**config.mk**
```make
export PLATFORM = sky130hd
export DESIGN_NAME = rsc_strap_capture
export DESIGN_NICKNAME = d
export VERILOG_FILES = /design/src/rsc_pkg.sv /design/src/rsc_strap_capture.sv
export SDC_FILE = /design/constraint.sdc
export NUM_CORES = 1
export LEC_CHECK = 0
export ABC_CLOCK_PERIOD_IN_PS = 3200
export BUFFER_PORTS_ARGS = -buffer_cell sky130_fd_sc_hd__buf_2
export CAP_MARGIN = 20
export CORE_UTILIZATION = 25
export DETAILED_ROUTE_END_ITERATION = 7
export SYNTH_ARGS = -nofsm -noshare
export SYNTH_HDL_FRONTEND = slang
export SYNTH_SLANG_ARGS = --single-unit
```
**constraint.sdc**
```tcl
create_clock -name clock_i -period 3.2 [get_ports clock_i]
set_clock_uncertainty 0.1 [all_clocks]
set_input_delay 0.16 -clock clock_i [delete_from_list [all_inputs] [get_ports clock_i]]
set_output_delay 0.16 -clock clock_i [all_outputs]
set_load 0.03 [all_outputs]
```
**src/rsc_pkg.sv**
```systemverilog
// Purpose: Constants and types shared by the reset strap capture block.
// Assumes: 100 MHz system clock, 16-bit register data, word addresses.
// Notes:   Register offsets are word indices on the plain register port.
package rsc_pkg;

  // Register port geometry
  localparam int ADDR_W = 4;
  localparam int DATA_W = 16;

  // Register offsets
  localparam logic [ADDR_W-1:0] OFS_STATUS_P01   = 4'h0;
  localparam logic [ADDR_W-1:0] OFS_STATUS_P23   = 4'h1;
  localparam logic [ADDR_W-1:0] OFS_STRAP_WORD   = 4'h2;
  localparam logic [ADDR_W-1:0] OFS_FRAME_CLK_DLY = 4'h3;
  localparam logic [ADDR_W-1:0] OFS_DB_CLK_DLY   = 4'h4;
  localparam logic [ADDR_W-1:0] OFS_CPU_STRAP    = 4'h5;

  // Status register layout
  localparam int STAT_INIT_DONE_BIT = 7;

  // Strap word bit positions
  localparam int SB_LINK_POL   = 0;
  localparam int SB_PWR_SAVE   = 1;
  localparam int SB_RSVD_A     = 2;
  localparam int SB_HOTPLUG_N  = 3;
  localparam int SB_RSVD_B     = 4;
  localparam int SB_DB_256K    = 5;
  localparam int SB_CPU_16BIT  = 6;
  localparam int SB_ONE_LAYER  = 7;
  localparam int SB_EEPROM_N   = 8;
  localparam int SB_MCT_AGE    = 9;
  localparam int SB_FCB_AGE    = 10;
  localparam int SB_TIMEOUT    = 11;
  localparam int SB_CPU_N      = 14;
  localparam int SB_RUN_NORMAL = 15;

  // CPU data strap fields
  localparam int CPU_STRAP_W   = 9;
  localparam int FRAME_DLY_LSB = 0;
  localparam int DB_DLY_LSB    = 6;
  localparam int DLY_W         = 3;
  localparam logic [DLY_W-1:0] DLY_BY_REG  = 3'h0;
  localparam logic [DLY_W-1:0] DLY_REG_RST = 3'h0;
  localparam logic [DLY_W-1:0] DLY_ONE     = 3'h1;

  // Frame memory size codes
  localparam logic [1:0] FSZ_512K = 2'h0;
  localparam logic [1:0] FSZ_1M   = 2'h1;
  localparam logic [1:0] FSZ_2M   = 2'h2;

  // Watchdog timing
  localparam int unsigned CLK_HZ      = 100_000_000;
  localparam int unsigned WD_SECONDS  = 5;
  localparam int unsigned WD_CYCLES   = WD_SECONDS * CLK_HZ;
  localparam int          WD_CNT_W    = 32;

  typedef enum logic [1:0] {
    RSC_MODE_MII     = 2'b00,
    RSC_MODE_INVALID = 2'b01,
    RSC_MODE_GMII    = 2'b10,
    RSC_MODE_PCS     = 2'b11
  } rsc_port_mode_t;

endpackage

```
**src/rsc_strap_capture.sv**
```systemverilog
// Purpose: Samples the board straps at reset, decodes the configuration,
//          hands the shared pins back to the LED interface afterwards.
// Assumes: Straps are stable while reset is held and some cycles before.
// Notes:   Capture happens on the first clock edge after reset release.
//
// How it works
// Straps are pulled-up inputs during reset
// After reset, LED interface drives strap pins
// Blink strap: 1 no blink, 0 blink
// Select strap: 1 parallel, 0 serial LEDs
// Per-port mode from enable and error straps
// Bit 0 sets link-active polarity
// Bit 1 enables MAC clock power saving
// Board keeps reserved bits 2, 4 low
// Bit 3 low enables module detection
// Bit 5 sizes database SRAM
// Bit 6 sets CPU bus width
// Bit 7 sets frame memory layers
// Top address straps size frame memory
// Bit 8 low means EEPROM present
// Bit 9 enables multicast table aging
// Bit 10 enables buffer handle aging
// Bit 11 enables five-second watchdog reset
// Bit 14 low means CPU present
// Bit 15 low loops memory self-test
// Frame clock delay from CPU bits 2:0
// Database clock delay from CPU bits 8:6
// CPU pins returned after reset, 5:3 unused
// Port modes readable with init-done bit
// Latch straps once, hold until reset
`timescale 1ns/1ps
`default_nettype none

module rsc_strap_capture #(
  parameter int unsigned WD_LIMIT = rsc_pkg::WD_CYCLES
) (
  // Clock and reset
  input  wire logic                         clock_i,
  input  wire logic                         sys_rst_i,
  // Shared LED data / strap pins
  input  wire logic [15:0]                  strap_pin_i,
  output logic      [15:0]                  strap_pin_o,
  output logic      [15:0]                  strap_pin_oe_o,
  output logic                              strap_pullup_en_o,
  // Blink strap / serial data pin
  input  wire logic                         blink_pin_i,
  output logic                              blink_pin_o,
  output logic                              blink_pin_oe_o,
  // Interface-select strap / envelope pin
  input  wire logic                         led_iface_select_strap_i,
  output logic                              serial_led_envelope_n_o,
  output logic                              envelope_pin_oe_o,
  // Other strap pins
  input  wire logic [3:0]                   port_txen_strap_i,
  input  wire logic [3:0]                   port_txerr_strap_i,
  input  wire logic                         frame_bank_top_addr_i,
  input  wire logic                         second_bank_top_addr_i,
  input  wire logic [rsc_pkg::CPU_STRAP_W-1:0] cpu_data_pin_i,
  // LED interface source after reset
  input  wire logic [15:0]                  parallel_led_bits_i,
  input  wire logic                         serial_led_data_i,
  input  wire logic                         serial_led_envelope_n_i,
  // Watchdog activity
  input  wire logic                         sm_busy_i,
  output logic                              wd_reset_o,
  // Decoded configuration
  output logic                              cfg_valid_o,
  output logic [7:0]                        port_mode_o,
  output logic                              led_blink_en_o,
  output logic                              led_parallel_o,
  output logic                              link_active_high_o,
  output logic                              power_save_en_o,
  output logic                              module_detect_en_o,
  output logic                              db_sram_256k_o,
  output logic                              cpu_bus_16bit_o,
  output logic                              frame_single_layer_o,
  output logic [1:0]                        frame_mem_size_o,
  output logic                              eeprom_present_o,
  output logic                              mct_aging_en_o,
  output logic                              fcb_aging_en_o,
  output logic                              timeout_reset_en_o,
  output logic                              cpu_present_o,
  output logic                              mem_selftest_loop_o,
  output logic [rsc_pkg::DLY_W-1:0]         frame_clk_delay_o,
  output logic [rsc_pkg::DLY_W-1:0]         db_clk_delay_o,
  // Register port
  input  wire logic [rsc_pkg::ADDR_W-1:0]   reg_addr_i,
  input  wire logic [rsc_pkg::DATA_W-1:0]   reg_wdata_i,
  input  wire logic                         reg_wr_i,
  input  wire logic                         reg_rd_i,
  output logic      [rsc_pkg::DATA_W-1:0]   reg_rdata_o
);
  import rsc_pkg::*;

  if (WD_LIMIT < 2) begin : g_chk
    $error("WD_LIMIT must be at least 2");
  end

  localparam int PIN_W = 16 + 1 + 1 + 4 + 4 + 2 + CPU_STRAP_W;
  localparam logic [WD_CNT_W-1:0] WD_LAST = WD_CNT_W'(WD_LIMIT - 1);

  ////////////////////////////////////////////////////////////////////////
  // Pin synchronisers, no reset: they must follow the pins during reset
  logic [PIN_W-1:0] pins_all;
  logic [PIN_W-1:0] pins_s1;
  logic [PIN_W-1:0] pins_s2;

  assign pins_all = {cpu_data_pin_i, second_bank_top_addr_i, frame_bank_top_addr_i,
                     port_txerr_strap_i, port_txen_strap_i,
                     led_iface_select_strap_i, blink_pin_i, strap_pin_i};

  always_ff @(posedge clock_i) begin
    pins_s1 <= pins_all;
    pins_s2 <= pins_s1;
  end

  wire logic [15:0]            s_strap  = pins_s2[15:0];
  wire logic                   s_blink  = pins_s2[16];
  wire logic                   s_select = pins_s2[17];
  wire logic [3:0]             s_txen   = pins_s2[21:18];
  wire logic [3:0]             s_txerr  = pins_s2[25:22];
  wire logic                   s_atop   = pins_s2[26];
  wire logic                   s_btop   = pins_s2[27];
  wire logic [CPU_STRAP_W-1:0] s_cpu    = pins_s2[PIN_W-1:28];

  ////////////////////////////////////////////////////////////////////////
  // Capture: one shot on the first edge after release
  logic                   cap_done;
  logic [15:0]            cfg_strap;
  logic [CPU_STRAP_W-1:0] cfg_cpu;
  wire  logic             cap_now = !cap_done;

  always_ff @(posedge clock_i or posedge sys_rst_i) begin
    if (sys_rst_i) begin
      cap_done  <= 1'b0;
      cfg_strap <= '1;
      cfg_cpu   <= '1;
    end else if (cap_now) begin
      cap_done  <= 1'b1;
      cfg_strap <= s_strap;
      cfg_cpu   <= s_cpu;
    end
  end

  ////////////////////////////////////////////////////////////////////////
  // Pin ownership
  always_ff @(posedge clock_i or posedge sys_rst_i) begin
    if (sys_rst_i) begin
      strap_pin_oe_o          <= '0;
      strap_pullup_en_o       <= 1'b1;
      blink_pin_oe_o          <= 1'b0;
      envelope_pin_oe_o       <= 1'b0;
      strap_pin_o             <= '0;
      blink_pin_o             <= 1'b0;
      serial_led_envelope_n_o <= 1'b1;
    end else begin
      strap_pin_oe_o          <= '1;
      strap_pullup_en_o       <= 1'b0;
      blink_pin_oe_o          <= 1'b1;
      envelope_pin_oe_o       <= 1'b1;
      strap_pin_o             <= parallel_led_bits_i;
      blink_pin_o             <= serial_led_data_i;
      serial_led_envelope_n_o <= serial_led_envelope_n_i;
    end
  end

  ////////////////////////////////////////////////////////////////////////
  // Strap decode
  logic [7:0] next_port_mode;
  for (genvar p = 0; p < 4; p++) begin : g_port
    assign next_port_mode[2*p +: 2] = {s_txen[p], s_txerr[p]};
  end

  wire logic [1:0] next_fsz = !s_atop ? FSZ_512K :
                              (s_btop ? FSZ_2M : FSZ_1M);

  always_ff @(posedge clock_i or posedge sys_rst_i) begin
    if (sys_rst_i) begin
      cfg_valid_o          <= 1'b0;
      port_mode_o          <= {4{RSC_MODE_PCS}};
      led_blink_en_o       <= 1'b0;
      led_parallel_o       <= 1'b1;
      link_active_high_o   <= 1'b1;
      power_save_en_o      <= 1'b1;
      module_detect_en_o   <= 1'b0;
      db_sram_256k_o       <= 1'b1;
      cpu_bus_16bit_o      <= 1'b1;
      frame_single_layer_o <= 1'b1;
      frame_mem_size_o     <= FSZ_2M;
      eeprom_present_o     <= 1'b0;
      mct_aging_en_o       <= 1'b1;
      fcb_aging_en_o       <= 1'b1;
      timeout_reset_en_o   <= 1'b1;
      cpu_present_o        <= 1'b0;
      mem_selftest_loop_o  <= 1'b0;
    end else if (cap_now) begin
      cfg_valid_o          <= 1'b1;
      port_mode_o          <= next_port_mode;
      led_blink_en_o       <= !s_blink;
      led_parallel_o       <= s_select;
      link_active_high_o   <= s_strap[SB_LINK_POL];
      power_save_en_o      <= s_strap[SB_PWR_SAVE];
      module_detect_en_o   <= !s_strap[SB_HOTPLUG_N];
      db_sram_256k_o       <= s_strap[SB_DB_256K];
      cpu_bus_16bit_o      <= s_strap[SB_CPU_16BIT];
      frame_single_layer_o <= s_strap[SB_ONE_LAYER];
      frame_mem_size_o     <= next_fsz;
      eeprom_present_o     <= !s_strap[SB_EEPROM_N];
      mct_aging_en_o       <= s_strap[SB_MCT_AGE];
      fcb_aging_en_o       <= s_strap[SB_FCB_AGE];
      timeout_reset_en_o   <= s_strap[SB_TIMEOUT];
      cpu_present_o        <= !s_strap[SB_CPU_N];
      mem_selftest_loop_o  <= !s_strap[SB_RUN_NORMAL];
    end
  end

  ////////////////////////////////////////////////////////////////////////
  // Memory clock delay selection; software field used only for code 000
  logic [DLY_W-1:0] frame_clk_delay_reg;
  logic [DLY_W-1:0] db_clk_delay_reg;

  wire logic [DLY_W-1:0] frame_code = cfg_cpu[FRAME_DLY_LSB +: DLY_W];
  wire logic [DLY_W-1:0] db_code    = cfg_cpu[DB_DLY_LSB +: DLY_W];
  // Method is code minus one; 111 gives method 6, the normal choice
  wire logic [DLY_W-1:0] next_frame_dly = (frame_code == DLY_BY_REG) ?
                                          frame_clk_delay_reg : frame_code - DLY_ONE;
  wire logic [DLY_W-1:0] next_db_dly    = (db_code == DLY_BY_REG) ?
                                          db_clk_delay_reg : db_code - DLY_ONE;

  always_ff @(posedge clock_i or posedge sys_rst_i) begin
    if (sys_rst_i) begin
      frame_clk_delay_o <= DLY_REG_RST;
      db_clk_delay_o    <= DLY_REG_RST;
    end else begin
      frame_clk_delay_o <= next_frame_dly;
      db_clk_delay_o    <= next_db_dly;
    end
  end

  ////////////////////////////////////////////////////////////////////////
  // Watchdog: counts while any state machine is away from idle
  logic [WD_CNT_W-1:0] wd_count;
  wire  logic          wd_armed  = timeout_reset_en_o && cfg_valid_o && sm_busy_i;
  wire  logic          wd_expire = wd_armed && (wd_count == WD_LAST);

  always_ff @(posedge clock_i or posedge sys_rst_i) begin
    if (sys_rst_i) begin
      wd_count   <= '0;
      wd_reset_o <= 1'b0;
    end else begin
      wd_reset_o <= wd_expire;
      if (!wd_armed || wd_expire) begin
        wd_count <= '0;
      end else begin
        wd_count <= wd_count + 1'b1;
      end
    end
  end

  ////////////////////////////////////////////////////////////////////////
  // Register port
  wire logic wr_frame_dly = reg_wr_i && (reg_addr_i == OFS_FRAME_CLK_DLY);
  wire logic wr_db_dly    = reg_wr_i && (reg_addr_i == OFS_DB_CLK_DLY);

  logic [DATA_W-1:0] stat_p01;
  logic [DATA_W-1:0] stat_p23;
  always_comb begin
    stat_p01 = '0;
    stat_p23 = '0;
    stat_p01[3:0] = port_mode_o[3:0];
    stat_p23[3:0] = port_mode_o[7:4];
    stat_p01[STAT_INIT_DONE_BIT] = cfg_valid_o;
    stat_p23[STAT_INIT_DONE_BIT] = cfg_valid_o;
  end

  wire logic [DATA_W-1:0] rd_mux =
    (reg_addr_i == OFS_STATUS_P01)    ? stat_p01 :
    (reg_addr_i == OFS_STATUS_P23)    ? stat_p23 :
    (reg_addr_i == OFS_STRAP_WORD)    ? cfg_strap :
    (reg_addr_i == OFS_FRAME_CLK_DLY) ? DATA_W'(frame_clk_delay_reg) :
    (reg_addr_i == OFS_DB_CLK_DLY)    ? DATA_W'(db_clk_delay_reg) :
    (reg_addr_i == OFS_CPU_STRAP)     ? DATA_W'(cfg_cpu) : '0;

  always_ff @(posedge clock_i or posedge sys_rst_i) begin
    if (sys_rst_i) begin
      frame_clk_delay_reg <= DLY_REG_RST;
      db_clk_delay_reg    <= DLY_REG_RST;
      reg_rdata_o         <= '0;
    end else begin
      if (wr_frame_dly) begin
        frame_clk_delay_reg <= reg_wdata_i[DLY_W-1:0];
      end
      if (wr_db_dly) begin
        db_clk_delay_reg <= reg_wdata_i[DLY_W-1:0];
      end
      reg_rdata_o <= reg_rd_i ? rd_mux : '0;
    end
  end
endmodule

`default_nettype wire

```
==> impl_metrics.yaml, run 1 <==
run_status:
  status: "complete, no violations"
die:
  rows: 60
  core_area_mm2: 0.02695
  fp.dieW_um: 167.6
  die-area_mm2: 0.02810
  initial_core_util: 0.2545
  io_pins: 165
  die_height_um: 167.6
layout:
  layout_commonest_cell: "buf_2"
  final_cell_area_mm2: 0.009116
  diodes: 0
  multi_input_area_mm2: 0.001991
  area_growth_syn_to_layout_pct: 32.93
  fillers: 2649
  reg.largest.list: "pins_s1 x37, pins_s2 x37, wd_count x32"
  regArea_mm2: 0.004607
  drive_gt1_frac: 0.3827
  final_nets: 814
  mostFrequentLayoutCells: "buf_2 (151), dfrtp_1 (85), dfxtp_1 (74)"
global_routing:
  antenna_found_initial: 0
  grt_pass1_vias: 4579
  grt_usage: 0.1103
  grt_max_degree: 50
  gr-total-overflow: 0
  grt_pass1_wl_um: 24180
placement:
  finalWeightedCongestion: 0.7854
  dp_worst_setup_slack_ns: 0.8402
  io_buffers: 151
  dp_hpwl_um: 10130
  placed_area_mm2: 0.007906
sta:
  timing.hold.ws_ns: 0.1018
  finalCriticalPeriod_ns: 2.399
  rsz0062_at_grt: "no"
  setup_viol: 0
  finalMaxSlewViolations: 0
  tightestPinTransition_ns: 0.8563
  final_hold_viol_count: 0
  max_freq_mhz: 416.8
  max_slew_margin: 0.4279
  fin_setup_tns_ns: 0
  fin_ws_ns: 0.8008
  period_share: 0.7497
clocking:
  clk_pin_slew_ns: 0.07
  ctsHtreeMaxLevel: 4
  post_cts_buffers: 0
  cts_buffers: 17
  clk_latency_ns: 0.43
  root_buffer: "clkbuf_16"
  cts.path.max_buffers: 2
  cts.sinks: 197
  cts_tree: "built"
power_and_ir_drop:
  p_clk_frac: 0.393
  power_frac_seq: 0.506
  ir_worst_vdd_mv: 0.2737
  p_leak_uw: 0.003952
  power_switching_uw: 1390
  p_per_area_mw_per_mm2: 593.7
  comb_power_share: 0.101
  p_sw_frac: 0.2569
  fin_total_pwr_uw: 5412
  internal_power_uw: 4022
worst_setup_path:
  worst_setup_path_start_kind: "register"
  critical_path_required_ns: 3.43
  crit_chain: "ha_1, and4_1, nand4_1, or4_1, a21oi_1"
  slowest_stage: "or4_1"
  crit_path_max_fanout: 14
  rrSetupSlack_ns: 0.80
  cp-end-kind: "register"
  crit_arrival_ns: 2.63
  slowest_delay_ns: 0.64
  path_class: "reg -> reg"
flow_run:
  maxCapViolCount: 0
synthesis:
  synth_fp_nets: 612
  syn_area_mm2: 0.006858
  synth_ff_type: "dfrtp_1"
  synthCells: 527
  synth-warning-count: 0
  synth_edf_count: 0
  yosysUniqueCellTypes: 49
  ys_seq_elements: 197
  syn_avg_cell_area_um2: 13.01
  synth_async_sr_flop_share: 0.6244
  yosysSeqAreaShare: 0.6716
drt:
  drtIter0Drc: 194
  detail_route.wl_per_cell_um: 13.93
  drc_errors: 0
  first_pass_iters: 4
  vias: 4628
  via_per_inst: 4.273
  routed_wl_um: 15080
  ant_nets: 0
min_path:
  min_path_type: "in -> reg"
-- cell type report --
cell class                 count  area share
sequential                   197      0.5054
tap                          341     0.04680
timing repair buffer         220      0.1595
inverter                      12    0.005353
clock inverter                11     0.01071
multi-input combinational    281      0.2184
clock buffer                  21     0.05394
-- cell usage after synthesis, types with 4 or more instances --
library cell	n	area, um^2
nand2b_1	7	43.79
buf_2	4	20.02
nand3_1	10	50.05
mux2_2	40	450.4
nand2_1	24	90.09
nor2_1	27	101.4
or4_4	4	45.04
dfxtp_1	74	1481
and3_1	11	68.82
inv_1	12	45.04
nor2b_1	4	25.02
buf_4	17	127.6
a21oi_2	4	35.03
dfstp_2	37	972.2
nor4_1	9	56.30
o31ai_1	10	75.07
ha_1	5	62.56
or4_1	8	60.06
a21oi_1	24	120.1
and4_1	5	43.79
nand4_1	10	62.56
o21ai_0	15	75.07
mux2i_1	6	60.06
xnor2_1	7	61.31
a22oi_1	5	37.54
or3_1	7	43.79
clkbuf_1	13	48.80
dfrtp_1	86	2152
xor2_1	6	52.55
nor3_1	5	25.02
-- logic make-up (layout without fill, tap and decap cells) --
group / Yosys count / in the layout / share of synthesized area
DFF: 197 / 197 / 0.6716
other: 2 / 2 / 0.001095
buffers and inverters: 49 / 264 / 0.03904
and+or+nand+nor: 146 / 146 / 0.1244
adders and majority gates: 5 / 5 / 0.009122
muxes: 46 / 46 / 0.07444
AOI/OAI and AO/OA: 69 / 69 / 0.06367
xor gates and xnor gates: 13 / 13 / 0.01660
-- metal layers --
| metal | vias to the layer above | part of all wire | track usage |
|---|---|---|---|
| met3 | 4 | 0.042 | 0.03356 |
| li1 | 2239 | - | - |
| met4 | 0 | 0.0046 | 0.02952 |
| met1 | 2281 | 0.47 | 0.1424 |
| met5 | - | 0 | 0 |
| met2 | 104 | 0.48 | 0.1784 |
-- worst paths after layout --
| check | cells past startpoint | startpoint | endpoint |
|---|---|---|---|
| worst max-delay path | 5 | wd_count[0]$_DFF_PP0_ | wd_count[28]$_DFF_PP0_ |
| worst min-delay path | 3 | reg_addr_i[1] | reg_rdata_o[1]$_DFF_PP0_ |
| worst max register to register | 5 | wd_count[0]$_DFF_PP0_ | wd_count[28]$_DFF_PP0_ |
| worst min register to register | 0 | pins_s1[5]$_DFF_P_ | pins_s2[5]$_DFF_P_ |
| max in group asynchronous | 4 | sys_rst_i | cfg_cpu[0]$_DFFE_PP1N_ |
| min in group asynchronous | 3 | sys_rst_i | strap_pin_o[14]$_DFF_PP0_ |
-- per-stage QoR --
step	utilization	instances
5_1_grt	0.3383	1083
2_1_floorplan	-	527
6_report	0.3383	1083
3_5_place_dp	0.2934	989
4_1_cts	0.3383	1083
3_3_place_gp	0.2934	989
-- repair_timing --
item / CTS / global route
gates resized for setup: 0 / 0
endpoints found under the hold margin: 92 / 0
hold buffers: 62 / 0
-- worst max-delay path, delay by kind of cell, from the launching register on --
kind	cells	cell delay (ns)
AND/OR/NAND/NOR	3	1.40
AO/OA/AOI/OAI	1	0.16
adder cells (fa/ha/maj)	1	0.24
flip-flops	1	0.40
-- power by group through the flow --
stage	Combinational (uW)	Clock [uW]	Sequential, uW
2_1_floorplan	212	0	2900
3_3_place_gp	492	0	2790
3_5_place_dp	498	0	2790
4_1_cts	559	2220	2740
5_1_grt	593	2320	2760
6_report	547	2120	2740
(Power assumes the default switching activity.)
==> run 2, diff against run 1 <==
--- a/config.mk
+++ b/config.mk
@@ -5,7 +5,7 @@
 export SDC_FILE = /design/constraint.sdc
 export NUM_CORES = 1
 export LEC_CHECK = 0
-export ABC_CLOCK_PERIOD_IN_PS = 3200
+export ABC_CLOCK_PERIOD_IN_PS = 2100
 export BUFFER_PORTS_ARGS = -buffer_cell sky130_fd_sc_hd__buf_2
 export CAP_MARGIN = 20
 export CORE_UTILIZATION = 25
==> constraint.sdc (replaced) <==
create_clock -name clock_i -period 2.1 [get_ports clock_i]
set_clock_uncertainty 0.1 [all_clocks]
set_input_delay 0.105 -clock clock_i [delete_from_list [all_inputs] [get_ports clock_i]]
set_output_delay 0.105 -clock clock_i [all_outputs]
set_load 0.03 [all_outputs]
==> run 2 against run 1 <==
Net effect: register-to-register slack worse by 0.68 ns; global-route usage up 0.50 points; critical path depth up 1; fmax up 21%; via count up 1.4%; cell count up 1.9%; sequential power up 52%; cell area up 2.3%; non-clock buffer count up 21; clock-buffer cell count down 2; clock power up 62%; total power up 56%; critical endpoint is now wd_count[14]$_DFF_PP0_; highest routed layer unchanged.
==> impl_metrics.yaml, run 2 (synthesis results as in run 1) <==
run_status:
  status: "complete, no violations"
global_routing:
  grt_pass1_vias: 4761
  grt_usage: 0.1153
  antenna_found_initial: 0
  gr-total-overflow: 0
  grt_pass1_wl_um: 25300
  grt_max_degree: 59
power_and_ir_drop:
  p_per_area_mw_per_mm2: 906.6
  ir_worst_vdd_mv: 0.4654
  p_leak_uw: 0.004069
  fin_total_pwr_uw: 8453
min_path:
  min_delay_path_depth: 3
  min_path_type: "in -> reg"
  hp-start: "reg_addr_i[2]"
  holdPathEnd: "reg_rdata_o[0]$_DFF_PP0_"
worst_setup_path:
  cp-end-kind: "register"
  rrSetupSlack_ns: 0.12
  crit_path_max_fanout: 13
  critical_path_required_ns: 2.30
  slowest_delay_ns: 0.55
  r2r_end: "wd_count[14]$_DFF_PP0_"
  regToRegStartpoint: "wd_count[0]$_DFF_PP0_"
  cp.buffers_inverters: 1
  crit_arrival_ns: 2.18
  reg2reg_depth: 6
  worst_setup_path_start_kind: "register"
  crit_chain: "ha_1, nand4_1, or4_1, o21bai_2, buf_4, nor2_1"
  path_class: "reg -> reg"
  slowest_stage: "or4_1"
  cp_top_family: "simple AND/OR/NAND/NOR gates"
sta:
  max_freq_mhz: 504.1
  setup_viol: 0
  finalMaxSlewViolations: 0
  fin_setup_tns_ns: 0
  finalCriticalPeriod_ns: 1.984
  fin_ws_ns: 0.1161
  period_share: 0.9447
  final_hold_viol_count: 0
  max_slew_margin: 0.6255
  rsz0062_at_grt: "no"
  tightestPinTransition_ns: 0.5606
layout:
  final_nets: 835
  mostFrequentLayoutCells: "buf_2 (151), dfrtp_1 (85), dfxtp_1 (74)"
  multi_input_area_mm2: 0.001991
  drive_gt1_frac: 0.3984
  fillers: 2635
  diodes: 0
  final_cell_area_mm2: 0.009324
  reg.largest.list: "pins_s1 x37, pins_s2 x37, wd_count x32"
  post-route-util: 0.3460
  layout_commonest_cell: "buf_2"
  area_growth_syn_to_layout_pct: 35.96
  regArea_mm2: 0.004607
drt:
  detail_route.wl_per_cell_um: 14.08
  ant_nets: 0
  vias: 4695
  wirelength_met1_um: 7079
  drtIter0Drc: 231
  via_per_inst: 4.253
  routed-wl-met3_um: 707
  first_pass_iters: 4
  dr_wl_met2_um: 7602
  highest_layer: "met4"
  routed_wl_um: 15550
  drc_errors: 0
die:
  core_area_mm2: 0.02695
  fp.dieW_um: 167.6
  die-area_mm2: 0.02810
  io_pins: 165
  initial_core_util: 0.2545
  die_height_um: 167.6
  rows: 60
clocking:
  cts.path.max_buffers: 2
  cts.sinks: 197
  ctsHtreeMaxLevel: 4
  cts_buffers: 17
  cts_resized: 0
  clk_latency_ns: 0.44
  root_buffer: "clkbuf_16"
  cts_tree: "built"
  clk_pin_slew_ns: 0.08
placement:
  io_buffers: 151
  dp_hpwl_um: 10540
  placed_area_mm2: 0.008077
  finalWeightedCongestion: 0.7934
  dp_worst_setup_slack_ns: 0.1298
flow_run:
  maxCapViolCount: 0
## run 2: cell types whose count changed in the layout (fill, tap and decap cells not counted)
cell / change
clkinv_2: -1
clkinv_4: -1
inv_4: -1
clkinv_8: +4
buf_4: +20
bufinv_16: +1
clkbuf_1: +1
clkbuf_8: -3
buf_12: +1
## run 2: worst min-delay path, stage by stage
cell and delay, ns:
buf_2 0.19, o221ai_1 0.18, nor3_1 0.05
## run 2: layout make-up
class,instances,area share
Tap cell,341,0.04576
Clock buffer,19,0.04871
Multi-Input combinational cell,281,0.2135
Clock inverter,13,0.01852
Sequential cell,197,0.4941
Timing Repair Buffer,241,0.1742
Inverter,12,0.005233
## run 2: power breakdown
part	internal [uW]	switching, uW	leakage (uW)
Sequential	4050	116	0.00213
Combinational	348	500	0.00163
Clock	1800	1640	0.000306
Total	6200	2260	0.00407
## run 2: what timing repair did
| item | in CTS | in global routing |
|---|---|---|
| setup endpoints to repair | 0 | 0 |
| endpoints found under the hold margin | 92 | 0 |
| setup buffers | 0 | 0 |
| hold buffers | 62 | 0 |
## run 2: through the flow
step	std cells	hold WS, ns
global placement	1010	0.08751
CTS	1104	0.01151
global route	1104	0.03981
finish	1104	0.03866
detailed placement	1010	0.08561
floorplan	527	0.009478
## run 2: routing by layer
layer	up-vias	global-route usage
met4	0	0.03391
met5	-	0
met3	15	0.03380
met2	102	0.1931
met1	2292	0.1430
li1	2286	-
## run 2: worst max-delay path by stage
| stage | start | to | slack (ns) | cells past startpoint |
|---|---|---|---|---|
| floorplan | envelope_pin_oe_o$_DFF_PP0_ | cfg_cpu[0]$_DFFE_PP1N_ | 0.08 | 3 |
| detailed placement | wd_count[0]$_DFF_PP0_ | wd_count[14]$_DFF_PP0_ | 0.13 | 6 |
| CTS | wd_count[0]$_DFF_PP0_ | wd_count[14]$_DFF_PP0_ | 0.1 | 6 |
| finish | wd_count[0]$_DFF_PP0_ | wd_count[14]$_DFF_PP0_ | 0.12 | 6 |
| global route | wd_count[0]$_DFF_PP0_ | wd_count[14]$_DFF_PP0_ | 0.006 | 6 |
| global placement | wd_count[0]$_DFF_PP0_ | wd_count[13]$_DFF_PP0_ | 0.15 | 6 |
